## config.mk

```make
export PLATFORM = sky130hd
export DESIGN_NAME = cpp_core_port_ctrl
export DESIGN_NICKNAME = d
export VERILOG_FILES = /design/src/cpp_pkg.sv /design/src/cpp_core_port_ctrl.sv /design/src/cpp_mode_decode.sv /design/src/cpp_port_pull.sv
export SDC_FILE = /design/constraint.sdc
export NUM_CORES = 1
export LEC_CHECK = 0
export BUFFER_PORTS_ARGS = -buffer_cell sky130_fd_sc_hd__buf_2
export CAP_MARGIN = 5
export CORE_UTILIZATION = 35
export DETAILED_ROUTE_END_ITERATION = 16
export GPL_ROUTABILITY_DRIVEN = 0
export GPL_TIMING_DRIVEN = 0
export PLACE_DENSITY = 0.67
export SETUP_SLACK_MARGIN = 0.4
export SYNTH_ARGS = -nofsm -noshare
export SYNTH_HDL_FRONTEND = slang
export SYNTH_SLANG_ARGS = --single-unit
```

## constraint.sdc

```tcl
create_clock -name clk -period 2.4 [get_ports clk]
set_clock_uncertainty 0.05 [all_clocks]
set_input_delay 0.24 -clock clk [delete_from_list [all_inputs] [get_ports clk]]
set_output_delay 0.24 -clock clk [all_outputs]
set_load 0.05 [all_outputs]
```

## src/cpp_pkg.sv

```systemverilog
package cpp_pkg;
  localparam logic [7:0] ADDR_PULL = 8'h0c;
  localparam logic [7:0] ADDR_DRIVE = 8'h0d;
  localparam logic [7:0] ADDR_STRETCH = 8'h0e;
  localparam logic [7:0] ADDR_RSVD = 8'h0f;
  localparam logic [7:0] ADDR_IRQ = 8'h1e;
  localparam logic [7:0] ADDR_MODE = 8'h0b;
  localparam int BIT_K = 7;
  localparam int BIT_E = 4;
  localparam int BIT_B = 1;
  localparam int BIT_A = 0;
  localparam int BIT_STRETCH = 0;
  localparam int BIT_EDGE = 7;
  localparam int BIT_CONNECT = 6;
  localparam int BIT_MODE_LO = 5;
  localparam logic [7:0] PULL_RESET = 8'h90;
  localparam logic [7:0] DRIVE_RESET = 8'h00;
  localparam logic STRETCH_RESET = 1'b0;
  localparam logic EDGE_RESET = 1'b0;
  localparam logic CONNECT_RESET = 1'b1;
  localparam logic [7:0] PORT_E_RESET_PULL = 8'h60;
  localparam logic [7:0] PORT_E_CTRL_PULL = 8'h9f;

  typedef enum logic [2:0] {
    MODE_SPECIAL_SINGLE = 3'b000,
    MODE_EMUL_NARROW = 3'b001,
    MODE_SPECIAL_TEST = 3'b010,
    MODE_EMUL_WIDE = 3'b011,
    MODE_NORMAL_SINGLE = 3'b100,
    MODE_NORMAL_NARROW = 3'b101,
    MODE_SPECIAL_PERIPH = 3'b110,
    MODE_NORMAL_WIDE = 3'b111
  } cpp_mode_type;

  typedef struct packed {
    logic [7:0] addr;
    logic [7:0] wdata;
    logic wr;
    logic rd;
  } cpp_bus_type;

  typedef struct packed {
    logic [7:0] dir_a;
    logic [7:0] dir_b;
    logic [7:0] dir_e;
    logic [7:0] dir_k;
  } cpp_dir_type;

  typedef struct packed {
    logic [7:0] pull_a;
    logic [7:0] pull_b;
    logic [7:0] pull_e;
    logic [7:0] pull_k;
  } cpp_pull_type;
endpackage : cpp_pkg

```

## src/cpp_core_port_ctrl.sv

```systemverilog
`timescale 1ns/1ps
module cpp_core_port_ctrl (
  input wire logic clk,
  input wire logic rst_n,
  input wire cpp_pkg::cpp_bus_type bus,
  input wire logic [2:0] mode_in,
  input wire logic secure,
  input wire cpp_pkg::cpp_dir_type dirs,
  input wire logic irq_pin,
  input wire logic irq_service,
  output logic [7:0] rdata,
  output logic bus_external,
  output cpp_pkg::cpp_pull_type pulls,
  output logic [3:0] low_drive,
  output logic bus_e_clock_stretch_active,
  output logic irq_request,
  output logic irq_edge_sel_out,
  output logic irq_pin_connect_out
);
  import cpp_pkg::*;

  logic special;
  logic single_chip;
  logic mapped;
  logic [7:0] pull_reg;
  logic [7:0] drive_reg;
  logic bus_e_clock_stretch_sel_reg;
  logic stretch_done_reg;
  logic irq_edge_sel_reg;
  logic edge_done_reg;
  logic irq_pin_connect_reg;
  logic irq_pin_prev_reg;
  logic edge_latch_reg;
  logic [2:0] mode_reg;
  logic in_reset;
  logic wr_map;
  logic rd_map;
  logic [7:0] rdata_next;
  logic [7:0] pull_e_forced;
  logic [7:0] pull_a_w;
  logic [7:0] pull_b_w;
  logic [7:0] pull_e_w;
  logic [7:0] pull_k_w;

  cpp_mode_decode u_decode (
    .mode_in(mode_reg),
    .special(special),
    .single_chip(single_chip),
    .mapped(mapped)
  );

  // Mode field mirror is writable only where allowed and never when secure
  always_ff @(posedge clk) begin
    if (!rst_n) begin
      mode_reg <= mode_in;
    end else if (bus.wr && bus.addr == ADDR_MODE && mapped && !secure) begin
      if (special && bus.wdata[7:BIT_MODE_LO] != MODE_SPECIAL_PERIPH) begin
        mode_reg <= bus.wdata[7:BIT_MODE_LO];
      end
    end else if (!(special && mapped)) begin
      mode_reg <= mode_in;
    end
  end

  assign in_reset = !rst_n;
  assign wr_map = bus.wr && mapped;
  assign rd_map = bus.rd && mapped;

  always_ff @(posedge clk) begin
    if (!rst_n) begin
      pull_reg <= PULL_RESET;
    end else if (wr_map && bus.addr == ADDR_PULL) begin
      pull_reg <= bus.wdata;
    end
  end

  always_ff @(posedge clk) begin
    if (!rst_n) begin
      drive_reg <= DRIVE_RESET;
    end else if (wr_map && bus.addr == ADDR_DRIVE) begin
      drive_reg <= bus.wdata;
    end
  end

  always_ff @(posedge clk) begin
    if (!rst_n) begin
      bus_e_clock_stretch_sel_reg <= STRETCH_RESET;
      stretch_done_reg <= 1'b0;
    end else if (wr_map && bus.addr == ADDR_STRETCH) begin
      if (special || !stretch_done_reg) begin
        bus_e_clock_stretch_sel_reg <= bus.wdata[BIT_STRETCH];
      end
      stretch_done_reg <= 1'b1;
    end
  end

  always_ff @(posedge clk) begin
    if (!rst_n) begin
      irq_edge_sel_reg <= EDGE_RESET;
      edge_done_reg <= 1'b0;
      irq_pin_connect_reg <= CONNECT_RESET;
    end else if (wr_map && bus.addr == ADDR_IRQ) begin
      if (special || !edge_done_reg) begin
        irq_edge_sel_reg <= bus.wdata[BIT_EDGE];
      end
      edge_done_reg <= 1'b1;
      irq_pin_connect_reg <= bus.wdata[BIT_CONNECT];
    end
  end

  // Falling edge latch; a new edge wins over a service in the same cycle
  always_ff @(posedge clk) begin
    if (!rst_n) begin
      irq_pin_prev_reg <= 1'b1;
      edge_latch_reg <= 1'b0;
    end else begin
      irq_pin_prev_reg <= irq_pin;
      if (!irq_pin_connect_reg) begin
        edge_latch_reg <= 1'b0;
      end else if (irq_edge_sel_reg && irq_pin_prev_reg && !irq_pin) begin
        edge_latch_reg <= 1'b1;
      end else if (irq_service) begin
        edge_latch_reg <= 1'b0;
      end
    end
  end

  always_ff @(posedge clk) begin
    if (!rst_n) begin
      irq_request <= 1'b0;
    end else if (!irq_pin_connect_reg) begin
      irq_request <= 1'b0;
    end else if (irq_edge_sel_reg) begin
      irq_request <= edge_latch_reg ||
        (irq_pin_prev_reg && !irq_pin);
    end else begin
      irq_request <= !irq_pin;
    end
  end

  always_comb begin
    rdata_next = 8'h00;
    if (rd_map) begin
      case (bus.addr)
        ADDR_PULL: rdata_next = pull_reg;
        ADDR_DRIVE: rdata_next = drive_reg;
        ADDR_STRETCH: rdata_next = {7'h00, bus_e_clock_stretch_sel_reg};
        ADDR_RSVD: rdata_next = 8'h00;
        ADDR_IRQ: rdata_next = {irq_edge_sel_reg, irq_pin_connect_reg,
          6'h00};
        ADDR_MODE: rdata_next = {mode_reg, 5'h00};
        default: rdata_next = 8'h00;
      endcase
    end
  end

  always_ff @(posedge clk) begin
    if (!rst_n) begin
      rdata <= 8'h00;
      bus_external <= 1'b0;
    end else begin
      rdata <= rdata_next;
      bus_external <= (bus.wr || bus.rd) && !mapped;
    end
  end

  assign pull_e_forced = in_reset ? PORT_E_RESET_PULL : 8'h00;

  cpp_port_pull u_pull_a (
    .dir(dirs.dir_a),
    .allowed(8'hff),
    .forced(8'h00),
    .enable(pull_reg[BIT_A]),
    .pull(pull_a_w)
  );
  cpp_port_pull u_pull_b (
    .dir(dirs.dir_b),
    .allowed(8'hff),
    .forced(8'h00),
    .enable(pull_reg[BIT_B]),
    .pull(pull_b_w)
  );
  cpp_port_pull u_pull_e (
    .dir(dirs.dir_e),
    .allowed(PORT_E_CTRL_PULL),
    .forced(pull_e_forced),
    .enable(pull_reg[BIT_E]),
    .pull(pull_e_w)
  );
  cpp_port_pull u_pull_k (
    .dir(dirs.dir_k),
    .allowed(8'hff),
    .forced(8'h00),
    .enable(pull_reg[BIT_K]),
    .pull(pull_k_w)
  );

  // Registered outputs; pins 5 and 6 of port E also pull during reset
  always_ff @(posedge clk) begin
    if (!rst_n) begin
      pulls <= '{pull_a: 8'h00, pull_b: 8'h00, pull_e: PORT_E_RESET_PULL,
        pull_k: 8'h00};
      low_drive <= 4'h0;
      bus_e_clock_stretch_active <= 1'b0;
      irq_edge_sel_out <= EDGE_RESET;
      irq_pin_connect_out <= CONNECT_RESET;
    end else begin
      pulls <= '{pull_a: pull_a_w, pull_b: pull_b_w, pull_e: pull_e_w,
        pull_k: pull_k_w};
      // Drive strength is per port, independent of pin function
      low_drive <= {drive_reg[BIT_K], drive_reg[BIT_E], drive_reg[BIT_B],
        drive_reg[BIT_A]};
      bus_e_clock_stretch_active <= bus_e_clock_stretch_sel_reg && !single_chip;
      irq_edge_sel_out <= irq_edge_sel_reg;
      irq_pin_connect_out <= irq_pin_connect_reg;
    end
  end

endmodule : cpp_core_port_ctrl

```

## src/cpp_mode_decode.sv

```systemverilog
`timescale 1ns/1ps
module cpp_mode_decode (
  input wire logic [2:0] mode_in,
  output logic special,
  output logic single_chip,
  output logic mapped
);
  import cpp_pkg::*;
  cpp_mode_type mode;
  always_comb begin
    mode = cpp_mode_type'(mode_in);
    special = 1'b0;
    single_chip = 1'b0;
    mapped = 1'b0;
    case (mode)
      MODE_SPECIAL_SINGLE: begin
        special = 1'b1;
        single_chip = 1'b1;
        mapped = 1'b1;
      end
      MODE_SPECIAL_TEST: begin
        special = 1'b1;
        mapped = 1'b1;
      end
      MODE_NORMAL_SINGLE: begin
        single_chip = 1'b1;
        mapped = 1'b1;
      end
      MODE_SPECIAL_PERIPH: begin
        special = 1'b1;
      end
      default: begin
        mapped = 1'b0;
      end
    endcase
  end
endmodule : cpp_mode_decode

```

## src/cpp_port_pull.sv

```systemverilog
`timescale 1ns/1ps
module cpp_port_pull (
  input wire logic [7:0] dir,
  input wire logic [7:0] allowed,
  input wire logic [7:0] forced,
  input wire logic enable,
  output logic [7:0] pull
);
  // Direction bit high means output; outputs never pull
  assign pull = ~dir & ((allowed & {8{enable}}) | forced);
endmodule : cpp_port_pull

```

# After elaboration in Yosys (flattened, before gate mapping)
# Cells that the tools add are included.
# W data, S select, Z words.
# totals
ff_bits	75
out_inout_bits	49
# classes
n_reduce_logical	36
bitwise_logic	9
mux	12
n_eq_ne	11
# ops
cell	n
$pmux W8 S5	1
$and A8 B8 Y8	4
$eq A8 B4 Y1 const B	4
$not A8 Y8	4
$logic_and A1 B1 Y1	16
$mux W3	4
$reduce_and A2 Y1	5
$eq A8 B5 Y1 const B	1
$or A8 B7 Y8	1
$mux W7	1
$eq A3 B3 Y1 const B	2
$logic_not A1 Y1	6
$mux W1	6
$ne A3 B3 Y1 const B	2
$reduce_or A3 Y1	2
$logic_or A1 B1 Y1	4
$eq A3 B2 Y1 const B	1
$logic_not A3 Y1	1
$ne A3 B2 Y1 const B	1
$reduce_bool A2 Y1	1
$reduce_or A2 Y1	1

# Depth between registers and ports, before layout
# Gate-level depths: netlist (run 1).
# depth
ltp_word	7
mapped_depth	6

# Hierarchy
# Synthesis (run 1) repeated with hierarchy kept, for this count alone.
# unflattened
hier_cells	319
hier_area_um2	2947.8
# modules_own_cells
module	cells_each	n_inst	area_per_inst_um2
cpp_core_port_ctrl	247	1	2601.2
cpp_port_pull	17	4	81.3
cpp_mode_decode	4	1	21.3

# Worst setup path after synthesis (run 1)
# Ideal clock, no wire load.
# synth_path
path_type	input to register
from	in bus[15] (netlist bit)
to	reg mode_reg[0] (data pin)
cell_stages	4
path_buffers	0
t_arrival_ns	1.426
setup_slack_ns	0.664
cell_sequence	nor4b_4 -> nand3b_1 -> nor4_4 -> mux2_2
# synth_via
elab_chain_cells	6
# synth_lines
item	line	text
from (decl)	cpp_core_port_ctrl.sv:5	input wire cpp_pkg::cpp_bus_type bus,
$eq A8 B4 Y1	cpp_core_port_ctrl.sv:56	end else if (bus.wr && bus.addr == ADDR_MODE && mapped && !secure) begin
$logic_and A1 B1 Y1 (3 in series)	cpp_core_port_ctrl.sv:56	
$mux W3	cpp_core_port_ctrl.sv:56	
$mux W3	cpp_core_port_ctrl.sv:54	if (!rst_n) begin
to (signal assigned)	cpp_core_port_ctrl.sv:55	mode_reg <= mode_in;
to (signal assigned)	cpp_core_port_ctrl.sv:58	mode_reg <= bus.wdata[7:BIT_MODE_LO];
to (signal assigned)	cpp_core_port_ctrl.sv:61	mode_reg <= mode_in;
to (decl)	cpp_core_port_ctrl.sv:34	logic [2:0] mode_reg;
# No other way between the ends.
# A chain may end at the register's enable or synchronous reset.

# Worst setup path in the final report (run 1)
# layout_path
from	reg mode_reg[2]
to	reg mode_reg[2] (data pin)
# layout_via
elab_chain_cells	7
# layout_lines
item	line	text
$eq A3 B2 Y1, or another cell as far along	cpp_mode_decode.sv:15	case (mode)
$reduce_or A3 Y1 (no source line) (*)	--	
$mux W1 (*)	cpp_mode_decode.sv:15	
$logic_and A1 B1 Y1 (*) (2 in series)	cpp_core_port_ctrl.sv:56	
$mux W3 (*)	cpp_core_port_ctrl.sv:56	
$mux W3 (*)	cpp_core_port_ctrl.sv:54	
# Mark *: on every way between the ends. The rest lies on a longest branch, timed or not.

==> impl_metrics.csv, run 1 <==
group,metric,value,unit
yosys,seq_area_frac_synth,59.0,%
sta,hold_viol_final,0,
worst_setup_path,cp_max_fo,4,
global_routing,grt_pass1_vias,2109,
sta,fmax,555,MHz
sta,fin_setup_tns,0,ns
sta,slew-limit-headroom,63.4,%
pwr,peakVddDrop,0.425,mV
drt,drtAntennaViolNets,0,
yosys,synth_cell_type_count,39,
outcome,status,"complete, no violations",
clock_tree,cts_tree,"built",
clock_tree,clockBufferDepth,2,
pwr,powerDensity,675,mW/mm2
pwr,p_leak,1.70,nW
yosys,synth-seq-cells,75,
clock_tree,worstSkewPairLatency,0.35,ns
final_layout,fillers,692,
drt,dr.first_iter.drc_count,125,
floorplanning,die_h,88.1,um
drt,route.detailed.drc,0,
drt,vias,2274,
final_layout,top_register,"pulls",
yosys,synth_edf_count,3,
floorplanning,start_util,36.0,%
sta,final-setup-viol-count,0,
worst_setup_path,cp_slowest_cell,"edfxtp_1",
sta,worstMarginPinSlew,0.549,ns
drt,firstDrtPassIters,5,
floorplanning,die_width,88.1,um
final_layout,antennaDiodeCount,0,
worst_setup_path,crit_buf_inv,0,
final_layout,final_common_cell,"buf_2",
clock_tree,htree_levels,3,
final_layout,regArea,0.00153,mm2
worst_setup_path,startpoint_type,"flip-flop",
yosys,synth_area,0.00259,mm2
worst_setup_path,critPathMaxStageDelay,0.46,ns
yosys,async_flop_share,0,%
clock_tree,cts_buffers,9,
yosys,synthCells,254,
placed_design,hpwlAfterDp,4.40,mm
pwr,p_total,2.54,mW
clock_tree,clkSlewWorstSetupHoldPaths,0.07,ns
sta,period_share,75.0,%
worst_setup_path,path_cells,"a21oi_2, nand3_1, nor4_4, mux2_2",
yosys,synth_xor_area_share,0,%
placed_design,port_buffers,102,
floorplanning,io_pins,107,
floorplanning,dieArea,0.00776,mm2
worst_setup_path,criticalPathCategory,"reg -> reg",
final_layout,final_util,52.2,%
worst_setup_path,cp.required,2.45,ns
clock_tree,clockRootBuffer,"clkbuf_8",
yosys,synth.area.mux_share,9.07,%
final_layout,finalNetCount,456,
worst_setup_path,ff2ff_setup_slack,0.60,ns
final_layout,drive_gt1_share,34.2,%
yosys,ys_warn_count,0,
worst_setup_path,critical_path_arrival,1.85,ns
worst_setup_path,cpLargestDelayFamily,"flip-flops",
yosys,synth-simple-area-share,21.8,%
worst_setup_path,cp-end-kind,"flip-flop",
floorplanning,core_area,0.00721,mm2
yosys,synth_compound_area_share,7.43,%
drt,wl_per_cell,12.9,um
sta,finalMaxSlewViolations,0,
floorplanning,num_rows,31,
yosys,syn_nets,312,
hold_path,hold_path.class,"in -> reg",
drt,routed_via_density,4.53,
flow_run,cap_violations,0,
drt,drt-total-wl,6.50,mm
sta,hold_ws,0.0534,ns
final_layout,syn2layout_area_growth,45.1,%
global_routing,antenna_found_initial,0,
yosys,synthAdderAreaFrac,0,%
global_routing,grt-ovfl-total,0,
global_routing,grt_max_degree,15,
final_layout,largest_reg_flops,32,
global_routing,grt_usage,17.1,%
global_routing,grt_pass1_wl,9.80,mm
yosys,yosys_most_used_dff,"dfxtp_1",
sta,rsz0062_at_grt,"no",
sta,fin_crit,1.80,ns
final_layout,multi_input_area,996,um2
yosys,synth_top_family_by_area,"simple AND/OR/NAND/NOR gates",
yosys,postSynthAreaPerCell,10.2,um2
final_layout,layout_common_cells,"buf_2 (104), dfxtp_1 (72), nor2_1 (45)",
clock_tree,clock_sinks,75,
## synth_stat cells (3+ instances only)
cell | number | share of area (%)
dfxtp_1 | 72 | 56
edfxtp_1 | 3 | 3.5
a22oi_1 | 4 | 1.2
nand2_1 | 37 | 5.4
nor2_1 | 45 | 6.5
a21oi_1 | 6 | 1.2
o21ai_0 | 3 | 0.58
clkbuf_1 | 3 | 0.43
inv_1 | 9 | 1.3
nand3_1 | 5 | 0.96
nor3_1 | 3 | 0.58
nor2b_1 | 3 | 0.72
mux2i_1 | 19 | 7.3
nand3b_1 | 4 | 1.2
mux2_2 | 4 | 1.7
## final timing paths
kind                        startpoint                          end  depth (start not counted)
max              mode_reg[2]$_DFFE_PP_        mode_reg[2]$_DFFE_PP_                          4
min                            irq_pin  irq_pin_prev_reg$_SDFF_PN1_                          2
max reg2reg      mode_reg[2]$_DFFE_PP_        mode_reg[2]$_DFFE_PP_                          4
min reg2reg  drive_reg[1]$_SDFFE_PN0P_      low_drive[1]$_SDFF_PN0_                          2
## worst register-to-register path: cells and delay by family, from the launching register on
family | cells | cell delay [ns]
muxes | 1 | 0.38
and+or+nand+nor | 2 | 0.43
AOI/OAI and AO/OA | 1 | 0.23
DFF | 1 | 0.46
## layer usage
metal	vias up	part of all wire, %	GRT usage (%)
met5	-	0	0
met4	0	1.4	9.53
met3	8	6.2	4.43
met2	74	49	29.5
met1	1044	43	19.3
li1	1148	-	-
## power by group
part           switching [mW]  internal (mW)  leakage [nW]
logic                   0.144         0.0996         0.982
clock network           0.494          0.519         0.103
registers             0.00933           1.27         0.617
total                   0.648           1.89          1.70
## logic make-up after synthesis
kind of cell	after synthesis
buf+inv	17
simple gates	113
mux	23
compound gates	26
flops	75
## stage by stage
step / setup WS (ns) / area, um2 / std cells
finish: 0.600 / 3760 / 502
detailed placement: 0.288 / 3230 / 455
floorplan: 0.664 / 2590 / 254
global placement: 0.324 / 3230 / 455
global route: 0.466 / 3760 / 502
CTS: 0.417 / 3740 / 501
## timing repair
action | in CTS | in global routing
hold buffers | 30 | 0
buffers inserted | 0 | 1
endpoints found under the hold margin | 30 | 0
endpoints found under the setup margin | 0 | 11
resized for setup | 0 | 1
## cell type report
class	count	area share, %
plain buffers	7	0.865
multi-input cells	162	26.5
clock buffers	10	3.66
well taps	99	3.29
inverters	10	0.998
repair buffers	133	22.1
clock inverters	6	1.93
flip-flops and latches	75	40.7
Power figures use the tool's default switching activity.
==> inputs of run 2 (changes only) <==
==> constraint.sdc (replaced) <==
create_clock -name clk -period 1.9 [get_ports clk]
set_clock_uncertainty 0.05 [all_clocks]
set_input_delay 0.19 -clock clk [delete_from_list [all_inputs] [get_ports clk]]
set_output_delay 0.19 -clock clk [all_outputs]
set_load 0.05 [all_outputs]
==> impl_metrics.csv, run 2 (synthesized netlist as in run 1, its figures left out) <==
group,metric,value,unit
final_layout,fin_area,0.00386,mm2
global_routing,grt_usage,17.1,%
clock_tree,clockRootBuffer,"clkbuf_8",
final_layout,fillers,673,
floorplanning,die_width,88.1,um
hold_path,whs_path_depth,2,
outcome,status,"complete, no violations",
clock_tree,cts_buffers,9,
drt,route.detailed.drc,0,
sta,slew-limit-headroom,61.6,%
global_routing,grt_pass1_vias,2153,
worst_setup_path,r2r_start,"mode_reg[1]$_DFFE_PP_",
floorplanning,num_rows,31,
final_layout,drive_gt1_share,36.2,%
final_layout,top_register,"pulls",
worst_setup_path,cp.required,1.95,ns
final_layout,layout_common_cells,"buf_2 (104), dfxtp_1 (72), nor2_1 (45)",
hold_path,hp-start,"irq_pin",
sta,final-setup-viol-count,0,
floorplanning,die_h,88.1,um
drt,drt-total-wl,6.71,mm
clock_tree,clockBufferDepth,2,
sta,fmax,611,MHz
clock_tree,worstSkewPairLatency,0.34,ns
worst_setup_path,cp_max_fo,3,
clock_tree,htree_levels,3,
worst_setup_path,ff2ff_setup_slack,0.26,ns
clock_tree,clock_sinks,75,
placed_design,port_buffers,102,
placed_design,postPlaceCellArea,0.00323,mm2
drt,vias,2334,
drt,firstDrtPassIters,4,
worst_setup_path,critical_path_arrival,1.69,ns
final_layout,largest_reg_flops,32,
final_layout,final_common_cell,"buf_2",
global_routing,grt-ovfl-total,0,
drt,routed_via_density,4.59,
worst_setup_path,r2r_cells,4,
floorplanning,core_area,0.00721,mm2
hold_path,hold_path.class,"in -> reg",
floorplanning,io_pins,107,
sta,finalMaxSlewViolations,0,
clock_tree,cts_tree,"built",
pwr,peakVddDrop,0.420,mV
sta,fin_setup_tns,0,ns
worst_setup_path,reg2reg_to,"mode_reg[0]$_DFFE_PP_",
worst_setup_path,criticalPathCategory,"reg -> reg",
worst_setup_path,startpoint_type,"flip-flop",
flow_run,cap_violations,0,
sta,rsz0062_at_grt,"yes",
floorplanning,dieArea,0.00776,mm2
sta,worstMarginPinSlew,0.576,ns
drt,dr.first_iter.drc_count,84,
pwr,p_leak,1.73,nW
final_layout,syn2layout_area_growth,48.9,%
sta,fin_crit,1.64,ns
drt,wl_per_cell,13.2,um
pwr,powerDensity,817,mW/mm2
sta,period_share,86.1,%
global_routing,antenna_found_initial,0,
clock_tree,clkSlewWorstSetupHoldPaths,0.08,ns
final_layout,finalNetCount,462,
final_layout,antennaDiodeCount,0,
placed_design,hpwlAfterDp,4.36,mm
sta,hold_viol_final,0,
global_routing,grt_pass1_wl,9.94,mm
drt,drtAntennaViolNets,0,
worst_setup_path,cp-end-kind,"flip-flop",
global_routing,grt_max_degree,14,
floorplanning,start_util,36.0,%
hold_path,whs_endpoint,"irq_pin_prev_reg$_SDFF_PN1_",
## run 2: changes by cell type in the layout (fill, tap and decap cells not counted), moves of 2 or more
cell | before | now
a2111oi_2 | 2 | 0
a2111oi_4 | 0 | 2
buf_4 | 1 | 6
clkinv_2 | 0 | 2
clkinv_4 | 2 | 0
## run 2: layout make-up
type / count / area [um2] / area share [%]
sequential: 75 / 1530 / 39.7
buffer: 7 / 36.3 / 0.940
clock buffer: 10 / 128 / 3.31
timing repair buffer: 139 / 876 / 22.7
tap: 99 / 124 / 3.21
clock inverter: 6 / 63.8 / 1.65
inverter: 10 / 37.5 / 0.972
multi-input combinational: 162 / 1060 / 27.6
## run 2: power by group
| group | switching [mW] | internal (mW) |
|---|---|---|
| clock network | 0.591 | 0.607 |
| logic | 0.199 | 0.142 |
| registers | 0.00831 | 1.61 |
## run 2: critical path: stages (launching register included)
cell,delay [ns]
edfxtp_1,0.41
a21oi_2,0.20
nand3_2,0.12
nor4_4,0.23
mux2_2,0.38
## run 2: worst max path at each step
stage,startpoint,to
after floorplan,bus[15],mode_reg[0]$_DFFE_PP_
after global placement,bus[15],mode_reg[1]$_DFFE_PP_
after detailed placement,bus[15],mode_reg[0]$_DFFE_PP_
after CTS,mode_reg[1]$_DFFE_PP_,mode_reg[0]$_DFFE_PP_
after global routing,mode_reg[1]$_DFFE_PP_,mode_reg[1]$_DFFE_PP_
final,mode_reg[1]$_DFFE_PP_,mode_reg[0]$_DFFE_PP_
## run 2: metrics by stage
stage	total power, mW	instances	utilization (%)	setup WS (ns)	hold slack [ns]
global route	3.28	508	53.5	0.185	0.0235
finish	3.16	508	53.5	0.265	0.00650
floorplan	1.81	254	-	0.223	0.212
global placement	1.91	455	44.8	-0.0761	0.295
detailed placement	1.92	455	44.8	-0.101	0.298
CTS	3.18	507	53.3	0.124	0.00310
## run 2: per-layer routing
| layer | share of wire (%) | global-route usage [%] | vias to the layer above |
|---|---|---|---|
| met5 | 0 | 0 | - |
| met4 | 1.5 | 7.04 | 0 |
| met3 | 5.4 | 4.05 | 8 |
| met2 | 52 | 31.6 | 76 |
| met1 | 42 | 18.8 | 1095 |
| li1 | - | - | 1155 |
## run 2: timing repair
action,4_1_cts,5_1_grt
pin swaps,5,1
endpoints found under the setup margin,28,33
hold endpoints to repair,30,0
hold buffers,30,0
setup buffers,6,1
resized for setup,9,1
